==> config.mk <==
export PLATFORM = sky130hd
export DESIGN_NAME = fbci_host
export DESIGN_NICKNAME = d
export VERILOG_FILES = /design/src/hdl/fbci_pkg.sv /design/src/hdl/fbci_host.sv
export VERILOG_INCLUDE_DIRS = /design/src /design/src/hdl
export SDC_FILE = /design/constraint.sdc
export NUM_CORES = 1
export LEC_CHECK = 0
export ABC_AREA = 1
export BUFFER_PORTS_ARGS = -buffer_cell sky130_fd_sc_hd__buf_2
export CORE_MARGIN = 1.5
export CORE_UTILIZATION = 53
export DETAILED_ROUTE_END_ITERATION = 7
export GPL_TIMING_DRIVEN = 1
export PLACE_DENSITY = 0.89
export SLEW_MARGIN = 10
export SYNTH_ARGS = -nofsm -noshare
export SYNTH_HDL_FRONTEND = slang
export SYNTH_SLANG_ARGS = --single-unit
==> constraint.sdc <==
create_clock -name i_sys_clk -period 2.9 [get_ports i_sys_clk]
set_clock_uncertainty 0.2 [all_clocks]
set_input_delay 0.29 -clock i_sys_clk [delete_from_list [all_inputs] [get_ports i_sys_clk]]
set_output_delay 0.29 -clock i_sys_clk [all_outputs]
set_load 0.03 [all_outputs]
==> src/hdl/fbci_defs.svh <==
// Purpose: constants for the flash bus command host controller
// Assumes: 40 MHz system clock
// Notes:   codes and strobe timing in cycles
`ifndef FBCI_DEFS_SVH
`define FBCI_DEFS_SVH
`define FBCI_CMD_READ       8'h00
`define FBCI_CMD_READ_CONF  8'h30
`define FBCI_CMD_CACHE_RD   8'h31
`define FBCI_CMD_EXIT_CACHE 8'h34
`define FBCI_CMD_COPY_RD    8'h35
`define FBCI_CMD_RND_OUT    8'h05
`define FBCI_CMD_RND_OUT_C  8'he0
`define FBCI_CMD_PROG       8'h80
`define FBCI_CMD_PROG_CONF  8'h10
`define FBCI_CMD_CACHE_PROG 8'h15
`define FBCI_CMD_RND_IN     8'h85
`define FBCI_CMD_ERASE      8'h60
`define FBCI_CMD_ERASE_CONF 8'hd0
`define FBCI_CMD_RESET      8'hff
`define FBCI_CMD_SIGNATURE  8'h90
`define FBCI_CMD_STATUS     8'h70
`define FBCI_CMD_LOCK_STAT  8'h7a
`define FBCI_CMD_UNLOCK     8'h23
`define FBCI_CMD_UNLOCK_C   8'h24
`define FBCI_CMD_LOCK       8'h2a
`define FBCI_CMD_LOCKDOWN   8'h2c
// Strobe phase length: 25 ns minimum, at 25 ns period gives one cycle
`define FBCI_PHASE_NS       25
`define FBCI_CLK_NS         25
`define FBCI_PHASE_CYC      ((`FBCI_PHASE_NS + `FBCI_CLK_NS - 1) / `FBCI_CLK_NS)
`endif

==> src/hdl/fbci_pkg.sv <==
// Purpose: types for the flash bus command host controller
// Assumes: used with fbci_defs.svh
// Notes:   bus cycle kinds and request carrier
package fbci_pkg;
    typedef enum logic [2:0] {
        FBCI_OP_CMD  = 3'b000,
        FBCI_OP_ADDR = 3'b001,
        FBCI_OP_DIN  = 3'b010,
        FBCI_OP_DOUT = 3'b011,
        FBCI_OP_SEQ  = 3'b100
    } fbci_op_e;
    typedef struct packed {
        fbci_op_e    op;
        logic [7:0]  cmd;
        logic [7:0]  cmd2;
        logic [15:0] data;
        logic [30:0] addr;
        logic [2:0]  naddr;
        logic        col_only;
        logic        has_cmd2;
    } fbci_req_s;
    typedef struct packed {
        logic        ce_n;
        logic        cle;
        logic        ale;
        logic        we_n;
        logic        re_n;
        logic        wp_n;
    } fbci_pins_s;
endpackage

==> src/hdl/fbci_host.sv <==
// Purpose: host that drives the flash strobes and I/O bus
// Assumes: one request at a time; pins are synchronous to i_sys_clk
// Notes:   each write/read pulse is low one phase and high one phase
`timescale 1ns/1ps
`include "fbci_defs.svh"
module fbci_host #(
    parameter int WIDE    = 0,
    parameter int DENSITY = 0
) (
    input  wire logic              i_sys_clk,
    input  wire logic              i_rst,
    input  wire fbci_pkg::fbci_req_s i_req,
    input  wire logic              i_req_valid,
    output logic                   o_req_ready,
    input  wire logic              i_ready_busy,
    input  wire logic              i_wp_allow,
    input  wire logic [15:0]       i_io,
    output logic [15:0]            o_io,
    output logic                   o_io_oe,
    output fbci_pkg::fbci_pins_s   o_pins,
    output logic [15:0]            o_rdata,
    output logic                   o_rdata_valid,
    output logic                   o_refused
);
    import fbci_pkg::*;

    // Density 0..3 = 1, 2, 4, 8 Gb; width 0 byte, 1 word; others refused at elaboration
    if (DENSITY < 0 || DENSITY > 3 || WIDE < 0 || WIDE > 1) begin : g_param_check
        $error("fbci_host: unsupported density or width");
    end

    localparam logic [2:0] NADDR_FULL = (DENSITY == 0) ? 3'h4 : 3'h5;
    localparam logic [1:0] PH_LAST    = 2'(`FBCI_PHASE_CYC - 1);

    typedef enum logic [2:0] {
        ST_IDLE  = 3'b000,
        ST_CMD   = 3'b001,
        ST_ADDR  = 3'b010,
        ST_DATA  = 3'b011,
        ST_CMD2  = 3'b100,
        ST_DONE  = 3'b101
    } fbci_st_e;

    // Address byte for a given cycle; upper I/O never carries address
    function automatic logic [7:0] addr_byte(input logic [30:0] a, input logic [2:0] n);
        logic [7:0] b;
        b = 8'h00;
        if (WIDE == 0) begin
            unique case (n)
                3'h0: b = a[7:0];
                3'h1: b = {4'h0, a[11:8]};
                3'h2: b = a[19:12];
                3'h3: b = a[27:20];
                default: b = {5'h00, a[30:28] & (3'h7 >> (3 - DENSITY))};
            endcase
        end else begin
            unique case (n)
                3'h0: b = a[7:0];
                3'h1: b = {5'h00, a[10:8]};
                3'h2: b = a[18:11];
                3'h3: b = a[26:19];
                default: b = {5'h00, a[29:27] & (3'h7 >> (3 - DENSITY))};
            endcase
        end
        return b;
    endfunction

    function automatic logic is_write_code(input logic [7:0] c);
        return c == `FBCI_CMD_PROG || c == `FBCI_CMD_ERASE || c == `FBCI_CMD_RND_IN
            || c == `FBCI_CMD_PROG_CONF || c == `FBCI_CMD_CACHE_PROG || c == `FBCI_CMD_ERASE_CONF;
    endfunction

    function automatic logic code_known(input logic [7:0] c);
        unique case (c)
            `FBCI_CMD_READ, `FBCI_CMD_RND_OUT, `FBCI_CMD_EXIT_CACHE, `FBCI_CMD_PROG,
            `FBCI_CMD_RND_IN, `FBCI_CMD_ERASE, `FBCI_CMD_RESET, `FBCI_CMD_SIGNATURE,
            `FBCI_CMD_STATUS, `FBCI_CMD_LOCK_STAT, `FBCI_CMD_UNLOCK, `FBCI_CMD_LOCK,
            `FBCI_CMD_LOCKDOWN, `FBCI_CMD_READ_CONF, `FBCI_CMD_CACHE_RD, `FBCI_CMD_COPY_RD,
            `FBCI_CMD_RND_OUT_C, `FBCI_CMD_PROG_CONF, `FBCI_CMD_CACHE_PROG,
            `FBCI_CMD_ERASE_CONF, `FBCI_CMD_UNLOCK_C: return 1'b1;
            default: return 1'b0;
        endcase
    endfunction

    fbci_st_e    st_q, st_d;
    fbci_req_s   req_q, req_d;
    logic        low_q, low_d;      // Strobe currently in its low phase
    logic [1:0]  ph_q, ph_d;
    logic [2:0]  acnt_q, acnt_d;
    fbci_pins_s  pins_q, pins_d;
    logic [15:0] io_q, io_d;
    logic        oe_q, oe_d;
    logic [15:0] rdata_q, rdata_d;
    logic        rvalid_q, rvalid_d;
    logic        refused_q, refused_d;
    logic        busy_cache_q, busy_cache_d;
    logic        phase_end;
    logic        busy_ok;

    assign phase_end = (ph_q == PH_LAST);
    // While busy only reset, status, and exit-cache in a cache read may go out
    assign busy_ok = i_req.cmd == `FBCI_CMD_RESET || i_req.cmd == `FBCI_CMD_STATUS
                   || (i_req.cmd == `FBCI_CMD_EXIT_CACHE && busy_cache_q);

    // Sequencer next state: one bus cycle is a low phase then a high phase
    always_comb begin
        st_d         = st_q;
        req_d        = req_q;
        low_d        = low_q;
        ph_d         = phase_end ? 2'h0 : ph_q + 2'h1;
        acnt_d       = acnt_q;
        pins_d       = pins_q;
        io_d         = io_q;
        oe_d         = oe_q;
        rdata_d      = rdata_q;
        rvalid_d     = 1'b0;
        refused_d    = 1'b0;
        busy_cache_d = busy_cache_q;
        o_req_ready  = (st_q == ST_IDLE);
        unique case (st_q)
            ST_IDLE: begin
                pins_d = '{ce_n: 1'b1, cle: 1'b0, ale: 1'b0, we_n: 1'b1, re_n: 1'b1,
                           wp_n: i_wp_allow};
                oe_d   = 1'b0;
                ph_d   = 2'h0;
                low_d  = 1'b0;
                if (i_req_valid) begin
                    if (((i_req.op == FBCI_OP_CMD || i_req.op == FBCI_OP_SEQ) && !code_known(i_req.cmd))
                        || (!i_ready_busy && !(i_req.op == FBCI_OP_CMD && busy_ok))
                        || (is_write_code(i_req.cmd) && !i_wp_allow
                            && (i_req.op == FBCI_OP_CMD || i_req.op == FBCI_OP_SEQ))) begin
                        refused_d = 1'b1;
                    end else begin
                        req_d    = i_req;
                        acnt_d   = 3'h0;
                        pins_d.ce_n = 1'b0;
                        pins_d.wp_n = i_wp_allow | ~is_write_code(i_req.cmd);
                        unique case (i_req.op)
                            FBCI_OP_ADDR: st_d = ST_ADDR;
                            FBCI_OP_DIN, FBCI_OP_DOUT: st_d = ST_DATA;
                            default: st_d = ST_CMD;
                        endcase
                        if (i_req.op == FBCI_OP_CMD || i_req.op == FBCI_OP_SEQ) begin
                            busy_cache_d = (i_req.cmd2 == `FBCI_CMD_CACHE_RD) && i_req.has_cmd2;
                            if (i_req.cmd == `FBCI_CMD_EXIT_CACHE) begin
                                busy_cache_d = 1'b0;
                            end
                        end
                    end
                end
            end
            ST_CMD, ST_CMD2: begin
                // Command cycle: cle high, ale low, read high, low byte only
                pins_d.cle = 1'b1;
                pins_d.ale = 1'b0;
                pins_d.re_n = 1'b1;
                oe_d = 1'b1;
                io_d = {8'h00, (st_q == ST_CMD) ? req_q.cmd : req_q.cmd2};
                if (phase_end) begin
                    if (!low_q) begin
                        pins_d.we_n = 1'b0;
                        low_d = 1'b1;
                    end else begin
                        pins_d.we_n = 1'b1; // Rising edge latches the code
                        low_d = 1'b0;
                        if (st_q == ST_CMD && req_q.op == FBCI_OP_SEQ && req_q.naddr != 3'h0) begin
                            st_d = ST_ADDR;
                        end else if (st_q == ST_CMD && req_q.op == FBCI_OP_SEQ && req_q.has_cmd2) begin
                            st_d = ST_CMD2;
                        end else begin
                            st_d = ST_DONE;
                        end
                    end
                end
            end
            ST_ADDR: begin
                pins_d.cle = 1'b0;
                pins_d.ale = 1'b1;
                pins_d.re_n = 1'b1;
                oe_d = 1'b1;
                io_d = {8'h00, addr_byte(req_q.addr, acnt_q)};
                if (phase_end) begin
                    if (!low_q) begin
                        pins_d.we_n = 1'b0;
                        low_d = 1'b1;
                    end else begin
                        pins_d.we_n = 1'b1;
                        low_d = 1'b0;
                        acnt_d = acnt_q + 3'h1;
                        // Column-only sends two cycles; never beyond the density count
                        if (acnt_q + 3'h1 >= (req_q.col_only ? 3'h2 : NADDR_FULL)) begin
                            st_d = (req_q.op == FBCI_OP_SEQ && req_q.has_cmd2) ? ST_CMD2 : ST_DONE;
                        end
                    end
                end
            end
            ST_DATA: begin
                pins_d.cle = 1'b0;
                pins_d.ale = 1'b0;
                if (req_q.op == FBCI_OP_DIN) begin
                    oe_d = 1'b1;
                    io_d = (WIDE != 0) ? req_q.data : {8'h00, req_q.data[7:0]};
                    if (phase_end) begin
                        pins_d.we_n = low_q;
                        low_d = ~low_q;
                        st_d = low_q ? ST_DONE : ST_DATA;
                    end
                end else begin
                    oe_d = 1'b0;
                    pins_d.we_n = 1'b1;
                    if (phase_end) begin
                        pins_d.re_n = low_q;
                        low_d = ~low_q;
                        if (low_q) begin
                            rdata_d  = (WIDE != 0) ? i_io : {8'h00, i_io[7:0]};
                            rvalid_d = 1'b1;
                            st_d     = ST_DONE;
                        end
                    end
                end
            end
            ST_DONE: begin
                // Leave latch strobes low; chip enable raised for standby
                pins_d = '{ce_n: 1'b1, cle: 1'b0, ale: 1'b0, we_n: 1'b1, re_n: 1'b1,
                           wp_n: i_wp_allow};
                oe_d = 1'b0;
                st_d = ST_IDLE;
            end
            default: st_d = ST_IDLE;
        endcase
    end

    // Registers
    always_ff @(posedge i_sys_clk) begin
        if (i_rst) begin
            st_q         <= ST_IDLE;
            req_q        <= '0;
            low_q        <= 1'b0;
            ph_q         <= 2'h0;
            acnt_q       <= 3'h0;
            pins_q       <= '{ce_n: 1'b1, cle: 1'b0, ale: 1'b0, we_n: 1'b1, re_n: 1'b1, wp_n: 1'b0};
            io_q         <= 16'h0000;
            oe_q         <= 1'b0;
            rdata_q      <= 16'h0000;
            rvalid_q     <= 1'b0;
            refused_q    <= 1'b0;
            busy_cache_q <= 1'b0;
        end else begin
            st_q         <= st_d;
            req_q        <= req_d;
            low_q        <= low_d;
            ph_q         <= ph_d;
            acnt_q       <= acnt_d;
            pins_q       <= pins_d;
            io_q         <= io_d;
            oe_q         <= oe_d;
            rdata_q      <= rdata_d;
            rvalid_q     <= rvalid_d;
            refused_q    <= refused_d;
            busy_cache_q <= busy_cache_d;
        end
    end

    assign o_pins        = pins_q;
    assign o_io          = io_q;
    assign o_io_oe       = oe_q;
    assign o_rdata       = rdata_q;
    assign o_rdata_valid = rvalid_q;
    assign o_refused     = refused_q;

    // Latch strobes never high together
    latch_excl_a: assert property (@(posedge i_sys_clk) disable iff (i_rst)
        !(o_pins.cle && o_pins.ale)) else $error("both latch strobes high");
    // Write strobe low only with chip enable low
    we_select_a: assert property (@(posedge i_sys_clk) disable iff (i_rst)
        !o_pins.we_n |-> !o_pins.ce_n) else $error("write strobe without select");
    // Command cycle keeps read strobe high and drives bus
    cmd_cycle_a: assert property (@(posedge i_sys_clk) disable iff (i_rst)
        (o_pins.cle && !o_pins.we_n) |-> (o_pins.re_n && o_io_oe && o_io[15:8] == 8'h00))
        else $error("bad command cycle");
    // Write codes go out only with protect released
    wp_high_a: assert property (@(posedge i_sys_clk) disable iff (i_rst)
        (o_pins.cle && !o_pins.we_n && is_write_code(o_io[7:0])) |-> o_pins.wp_n)
        else $error("write code with protect low");
    // Data read never while host drives bus
    read_drive_a: assert property (@(posedge i_sys_clk) disable iff (i_rst)
        !o_pins.re_n |-> (!o_io_oe && o_pins.we_n && !o_pins.cle && !o_pins.ale))
        else $error("read strobe with bus driven");
    // Address cycle count never exceeds density need
    addr_count_a: assert property (@(posedge i_sys_clk) disable iff (i_rst)
        (st_q == ST_ADDR) |-> (acnt_q < NADDR_FULL)) else $error("too many address cycles");
    // Done returns chip enable high and releases the bus on the next cycle
    standby_a: assert property (@(posedge i_sys_clk) disable iff (i_rst)
        (st_q == ST_DONE) |=> (o_pins.ce_n && !o_io_oe)) else $error("no standby after op");
    // Busy refusal for a data-input request
    busy_ref_a: assert property (@(posedge i_sys_clk) disable iff (i_rst)
        (st_q == ST_IDLE && i_req_valid && !i_ready_busy && i_req.op == FBCI_OP_DIN)
        |=> (o_refused && st_q == ST_IDLE)) else $error("busy not refused");
endmodule

== Word level (Yosys, flattened, before mapping) ==
Cells that the tools add are included.

* Flip-flop bits (word level): 103
* Input port bits: 92
* Output and inout port bits: 42
* Word-level logic and storage cells: 187

* Add/sub/neg operators: 2
* $lt $le $gt $ge: 1
* Equality and inequality tests: 48
* Muxes and demuxes: 49
* Bitwise operators: 9
* Reduce and logical (&&, ||, !) cells: 54

{| class="wikitable"
|+ Operators by type and width
! cell !! count
|-
| $eq 8x6->1 const B || 9
|-
| $mux 3 || 18
|-
| $eq 8x8->1 const B || 6
|-
| $pmux 16 s3 || 1
|-
| $pmux 8 s4 || 1
|-
| $eq 8x7->1 const B || 3
|-
| $eq 3x2->1 const B || 7
|-
| $reduce_or 21->1 || 1
|-
| $ne 2x2->1 const B || 10
|-
| $mux 1 || 19
|-
| $eq 8x5->1 const B || 2
|-
| $mux 16 || 1
|-
| $pmux 4 s4 || 1
|-
| $eq 3x3->1 const B || 4
|-
| $pmux 3 s4 || 1
|-
| $reduce_bool 3->1 || 4
|-
| $logic_and 1x1->1 || 11
|-
| $logic_or 1x1->1 || 10
|-
| $eq 3x1->1 const B || 3
|-
| $logic_not 3->1 || 3
|-
| $reduce_and 3->1 || 3
|-
| $reduce_and 9->1 || 1
|-
| $reduce_or 3->1 || 3
|-
| $eq 8x3->1 const B || 1
|-
| other kinds (22) || 40
|}

== Longest topological paths before layout ==
* Word-level depth: 12
* Gate-level depth with buffers: 15
* Gate-level depth less buffers: 15

== Worst setup path after synthesis ==
OpenSTA, ideal clock, no wires.

* Kind: register -> register
* Start: reg acnt_q[0]
* End: reg st_q[1]
* Setup time: 0.114 ns
* Data arrival time: 1.741 ns
* Required time: 2.586 ns
* Setup slack: 0.845 ns
* Stages on the path, launching flop included: 12
* Period minus slack after synthesis: 2.055 ns
* Path through: dfxtp_1 -> ha_1 -> ha_1 -> inv_1 -> ha_1 -> nand3_1 -> nand3_1 -> o2111ai_1 -> a21oi_1 -> nand2_1 -> o21bai_1 -> nor2_1

* Word-level cells in the longest chain between the ends: 4

{| class="wikitable"
|+ Ends and longest elaborated chain
! what !! line !! text
|-
| from (decl) || fbci_host.sv:89 || <nowiki>logic [2:0] acnt_q, acnt_d;</nowiki>
|-
| from (signal assigned) || fbci_host.sv:253 || <nowiki>acnt_q <= acnt_d;</nowiki>
|-
| $add 3x1->3 || fbci_host.sv:191 || <nowiki>if (acnt_q + 3'h1 >= (req_q.col_only ? 3'h2 : NADDR_FULL)) begin</nowiki>
|-
| $ge 3x3->1 || fbci_host.sv:191 ||
|-
| $ne 2x2->1 (no line) || -- ||
|-
| $reduce_and 9->1 (no line) || -- ||
|-
| to (signal assigned) || fbci_host.sv:249 || <nowiki>st_q <= st_d;</nowiki>
|-
| to (decl) || fbci_host.sv:85 || <nowiki>fbci_st_e st_q, st_d;</nowiki>
|}

No other way between the ends.
A chain may end at the register's enable or synchronous reset.

== Worst setup path in the final report ==
* Start: reg st_q[2]
* End: out o_req_ready

* Word-level cells in the longest chain between the ends: 1

{| class="wikitable"
|+ Ends and longest elaborated chain
! what !! line !! text
|-
| $logic_not 3->1 || fbci_host.sv:119 || <nowiki>o_req_ready = (st_q == ST_IDLE);</nowiki>
|-
| to (decl) || fbci_host.sv:14 || <nowiki>output logic o_req_ready,</nowiki>
|}

No other way between the ends.

==> metrics.json <==
{
  "floorplanning": {
    "die_y_um": 101,
    "initial_core_utilization": 0.549,
    "top_level_ports": 134,
    "design.core.area_um2": 9240,
    "rows": 35,
    "die_width_um": 101,
    "die-area_um2": 10200
  },
  "global_route": {
    "grt_start_max_net_pins": 66,
    "grt_remaining_overflow": 0,
    "initial_antenna_violation_count": 0,
    "grt_pass1_vias": 4480,
    "globalRouteTotalUtil": 0.249,
    "grt_first_pass_wirelength_um": 20200
  },
  "detailed_routing": {
    "detail_route.first_pass.iterations": 7,
    "route.vias.total": 4983,
    "drt-wirelength-per-cell_um": 12.2,
    "drt-vias-per-instance": 5.07,
    "post-route-drc-count": 0,
    "detailedRoute.firstIterationViolations": 278,
    "ant_nets": 0,
    "routed_wirelength_um": 12000
  },
  "timing": {
    "worst_slew_pin_slew_ns": 0.670,
    "postLayoutSetupSlackWorst_ns": 0.494,
    "fmaxAchievable_mhz": 416,
    "slew-limit-headroom": 0.553,
    "final.min_clock_period_ns": 2.41,
    "finalMaxSlewViolations": 0,
    "fin_crit_sh": 0.830,
    "unrepaired_setup_endpoints_after_global_routing": "false",
    "final_hold_viol_count": 0,
    "setup_violations": 0,
    "final.setup.tns_ns": 0
  },
  "synth": {
    "synth-adder-area-share": 0.0197,
    "synthXorXnorAreaFrac": 0,
    "synthesis.yosys.warnings": 0,
    "post_synth_and_or_nand_nor_area_fraction": 0.408,
    "syn_avg_cell_area_um2": 6.68,
    "ys_seq_elements": 95,
    "synth_cell_type_count": 37,
    "postSynth.topFlopCell": "dfxtp_1",
    "async_flop_share": 0,
    "main_combinational_cell_family_by_area_after_synthesis": "simple AND/OR/NAND/NOR gates",
    "cell_area_after_technology_mapping_um2": 5070,
    "synth-compound-area-share": 0.0910,
    "synthCells": 759,
    "synth.mux.area_fraction": 0,
    "synth_edf_count": 0,
    "ys_seq_area_frac": 0.375
  },
  "outcome": {
    "outcome": "completed"
  },
  "layout": {
    "final.fill_count": 822,
    "antenna_diode_count": 0,
    "postLayoutCoreUtil": 0.633,
    "layout-drive-gt1-share": 0.165,
    "multi_input_area_um2": 2700,
    "final-seq-area_um2": 1900,
    "nNetsFinal": 948,
    "area_delta_synth_final_pct": 15.2
  },
  "clock_tree": {
    "cts_made_buffers": 9,
    "insertion_delay_ns": 0.36,
    "root_cell_of_the_clock_tree": "clkbuf_8",
    "cts_tree": "built",
    "htree_depth": 3,
    "cts_sinks": 95,
    "cts.clk_slew.worst_paths_ns": 0.09,
    "clk_path_buf_depth": 2
  },
  "setup_path": {
    "worst-r2r-cell-count": 11,
    "crit_path_start": "st_q[2]$_SDFFE_PP0P_",
    "crit_path_max_fanout": 65,
    "cell_at_the_slowest_stage_of_the_critical_path": "buf_4",
    "critPathLaunchType": "flip-flop",
    "worst-r2r-setup-slack_ns": 0.53,
    "critPathMaxStageDelay_ns": 0.50,
    "crit_type": "flip-flop to primary output",
    "endpoint_of_the_worst_slack_reg_to_reg_timing_path": "st_q[2]$_SDFFE_PP0P_",
    "capturing_element_type_of_the_critical_path": "primary output",
    "worst-endpoint-arrival_ns": 1.92,
    "rr_startpoint": "acnt_q[0]$_SDFFE_PP0P_",
    "crit_chain": "nor2_1 -> inv_1 -> nor2_4 -> buf_4 -> buf_2",
    "critPathRequiredTime_ns": 2.41,
    "endpoint": "o_req_ready"
  },
  "run": {
    "max-cap-violations": 0
  },
  "placement": {
    "gpl.final_weighted_congestion": 0.912,
    "post-dp-hpwl_um": 8720,
    "numPortBuffers": 98,
    "worst_case_setup_slack_after_placement_ns": 0.586
  },
  "pwr": {
    "power_density_nw_per_um2": 841,
    "total_leakage_power_nw": 2.74,
    "ir_worst_vdd_mv": 0.494
  },
  "hold_path": {
    "hold_path_class": "primary input to flip-flop"
  }
}
[where the power goes]
group | total, mW | internal, mW | switching, mW
sequential | 1.75 | 1.58 | 0.179
clock | 0.913 | 0.418 | 0.495
combinational | 2.25 | 0.670 | 1.58
[critical path: cells and delay by family, from the launching register on]
kind	cells	cell delay, ns
buf+inv	3	0.93
flops	1	0.36
simple gates	2	0.25
[worst min path at each step]
stage / startpoint / to / slack [ns] / cells past startpoint
after detailed placement: ph_q[0]$_SDFF_PP0_ / ph_q[0]$_SDFF_PP0_ / 0.22 / 1
after floorplan: ph_q[0]$_SDFF_PP0_ / ph_q[0]$_SDFF_PP0_ / 0.19 / 1
after global routing: i_io[6] / o_rdata[6]$_SDFFE_PP0P_ / 0.01 / 3
after CTS: i_io[4] / o_rdata[4]$_SDFFE_PP0P_ / 0.0006 / 3
after global placement: ph_q[0]$_SDFF_PP0_ / ph_q[0]$_SDFF_PP0_ / 0.20 / 1
final: i_io[4] / o_rdata[4]$_SDFFE_PP0P_ / 0.005 / 3
[stage by stage]
| step | cells | instance area [um2] | hold WS [ns] | power [mW] |
|---|---|---|---|---|
| CTS | 982 | 5850 | 0.000551 | 4.91 |
| floorplan | 774 | 5130 | 0.193 | 3.45 |
| global placement | 961 | 5580 | 0.202 | 3.93 |
| global route | 982 | 5850 | 0.0140 | 5.30 |
| finish | 982 | 5850 | 0.00462 | 4.92 |
| detailed placement | 961 | 5580 | 0.221 | 3.98 |
[layout by cell type, fill, tap and decap left out, types with 2 or more instances in the layout]
| master | instances |
|---|---|
| a22o_1 | 4 |
| inv_1 | 55 |
| inv_2 | 6 |
| o21ai_0 | 21 |
| clkinv_1 | 3 |
| nor3_1 | 3 |
| a22oi_1 | 4 |
| dlygate4sd3_1 | 5 |
| o211ai_1 | 3 |
| nor2_1 | 194 |
| dfxtp_1 | 95 |
| ha_1 | 8 |
| nand3_1 | 44 |
| nand4_1 | 4 |
| buf_4 | 7 |
| inv_6 | 2 |
| nand2_1 | 159 |
| nand3b_1 | 47 |
| nor4_1 | 2 |
| a21oi_1 | 26 |
| o21bai_1 | 2 |
| conb_1 | 16 |
| buf_2 | 98 |
| buf_12 | 2 |
| nor2_4 | 5 |
| a221oi_1 | 4 |
| clkbuf_8 | 9 |
| a31oi_1 | 9 |
| nor2_2 | 2 |
[cells in the mapped netlist, drive strengths merged, types with 3 or more instances]
| cell type | number | area share |
|---|---|---|
| a21oi | 27 | 0.027 |
| a221oi | 4 | 0.0069 |
| a22o | 4 | 0.0069 |
| a22oi | 4 | 0.0059 |
| a31oi | 9 | 0.011 |
| buf | 37 | 0.050 |
| clkbuf | 12 | 0.0089 |
| clkinv | 3 | 0.0022 |
| dfxtp | 95 | 0.37 |
| ha | 8 | 0.020 |
| inv | 61 | 0.045 |
| nand2 | 160 | 0.12 |
| nand3 | 46 | 0.049 |
| nand3b | 47 | 0.070 |
| nand4 | 4 | 0.0049 |
| nor2 | 201 | 0.16 |
| nor3 | 4 | 0.0062 |
| o211ai | 3 | 0.0044 |
| o21ai | 21 | 0.021 |
[metal layers]
metal	up-vias	share of wire	wire length [um]	track usage
li1	2568	-	-	-
met1	2196	0.45	5370	0.331
met2	190	0.46	5490	0.404
met3	29	0.068	814	0.0444
met4	0	0.029	344	0.0953
met5	-	0	0	0
[state kept, by name (all words and copies together), names as in the netlist, 2 cells and up]
name     flops
o_pins       6
req_q       60
o_rdata      8
acnt_q       3
st_q         3
o_io         8
ph_q         2
[final cells by class]
class,count,area share
Multi-Input combinational cell,566,0.461
Sequential cell,95,0.325
Timing Repair Buffer,112,0.108
Inverter,64,0.0411
Tap cell,129,0.0276
Clock buffer,9,0.0212
Clock inverter,7,0.0152
[repair_timing]
action | 4_1_cts | 5_1_grt
buffers inserted | 0 | 0
resized for setup | 0 | 0
hold buffers | 5 | 0
hold endpoints to repair | 5 | 0
[cell families (layout without fill, tap and decap cells)]
kind of cell | after synthesis | after routing
AOI/OAI and AO/OA | 77 | 77
adders and majority gates | 8 | 8
buffers and inverters | 113 | 192
DFF | 95 | 95
other | 1 | 16
and+or+nand+nor | 465 | 465
No activity file was read; power rests on OpenSTA's default activity.
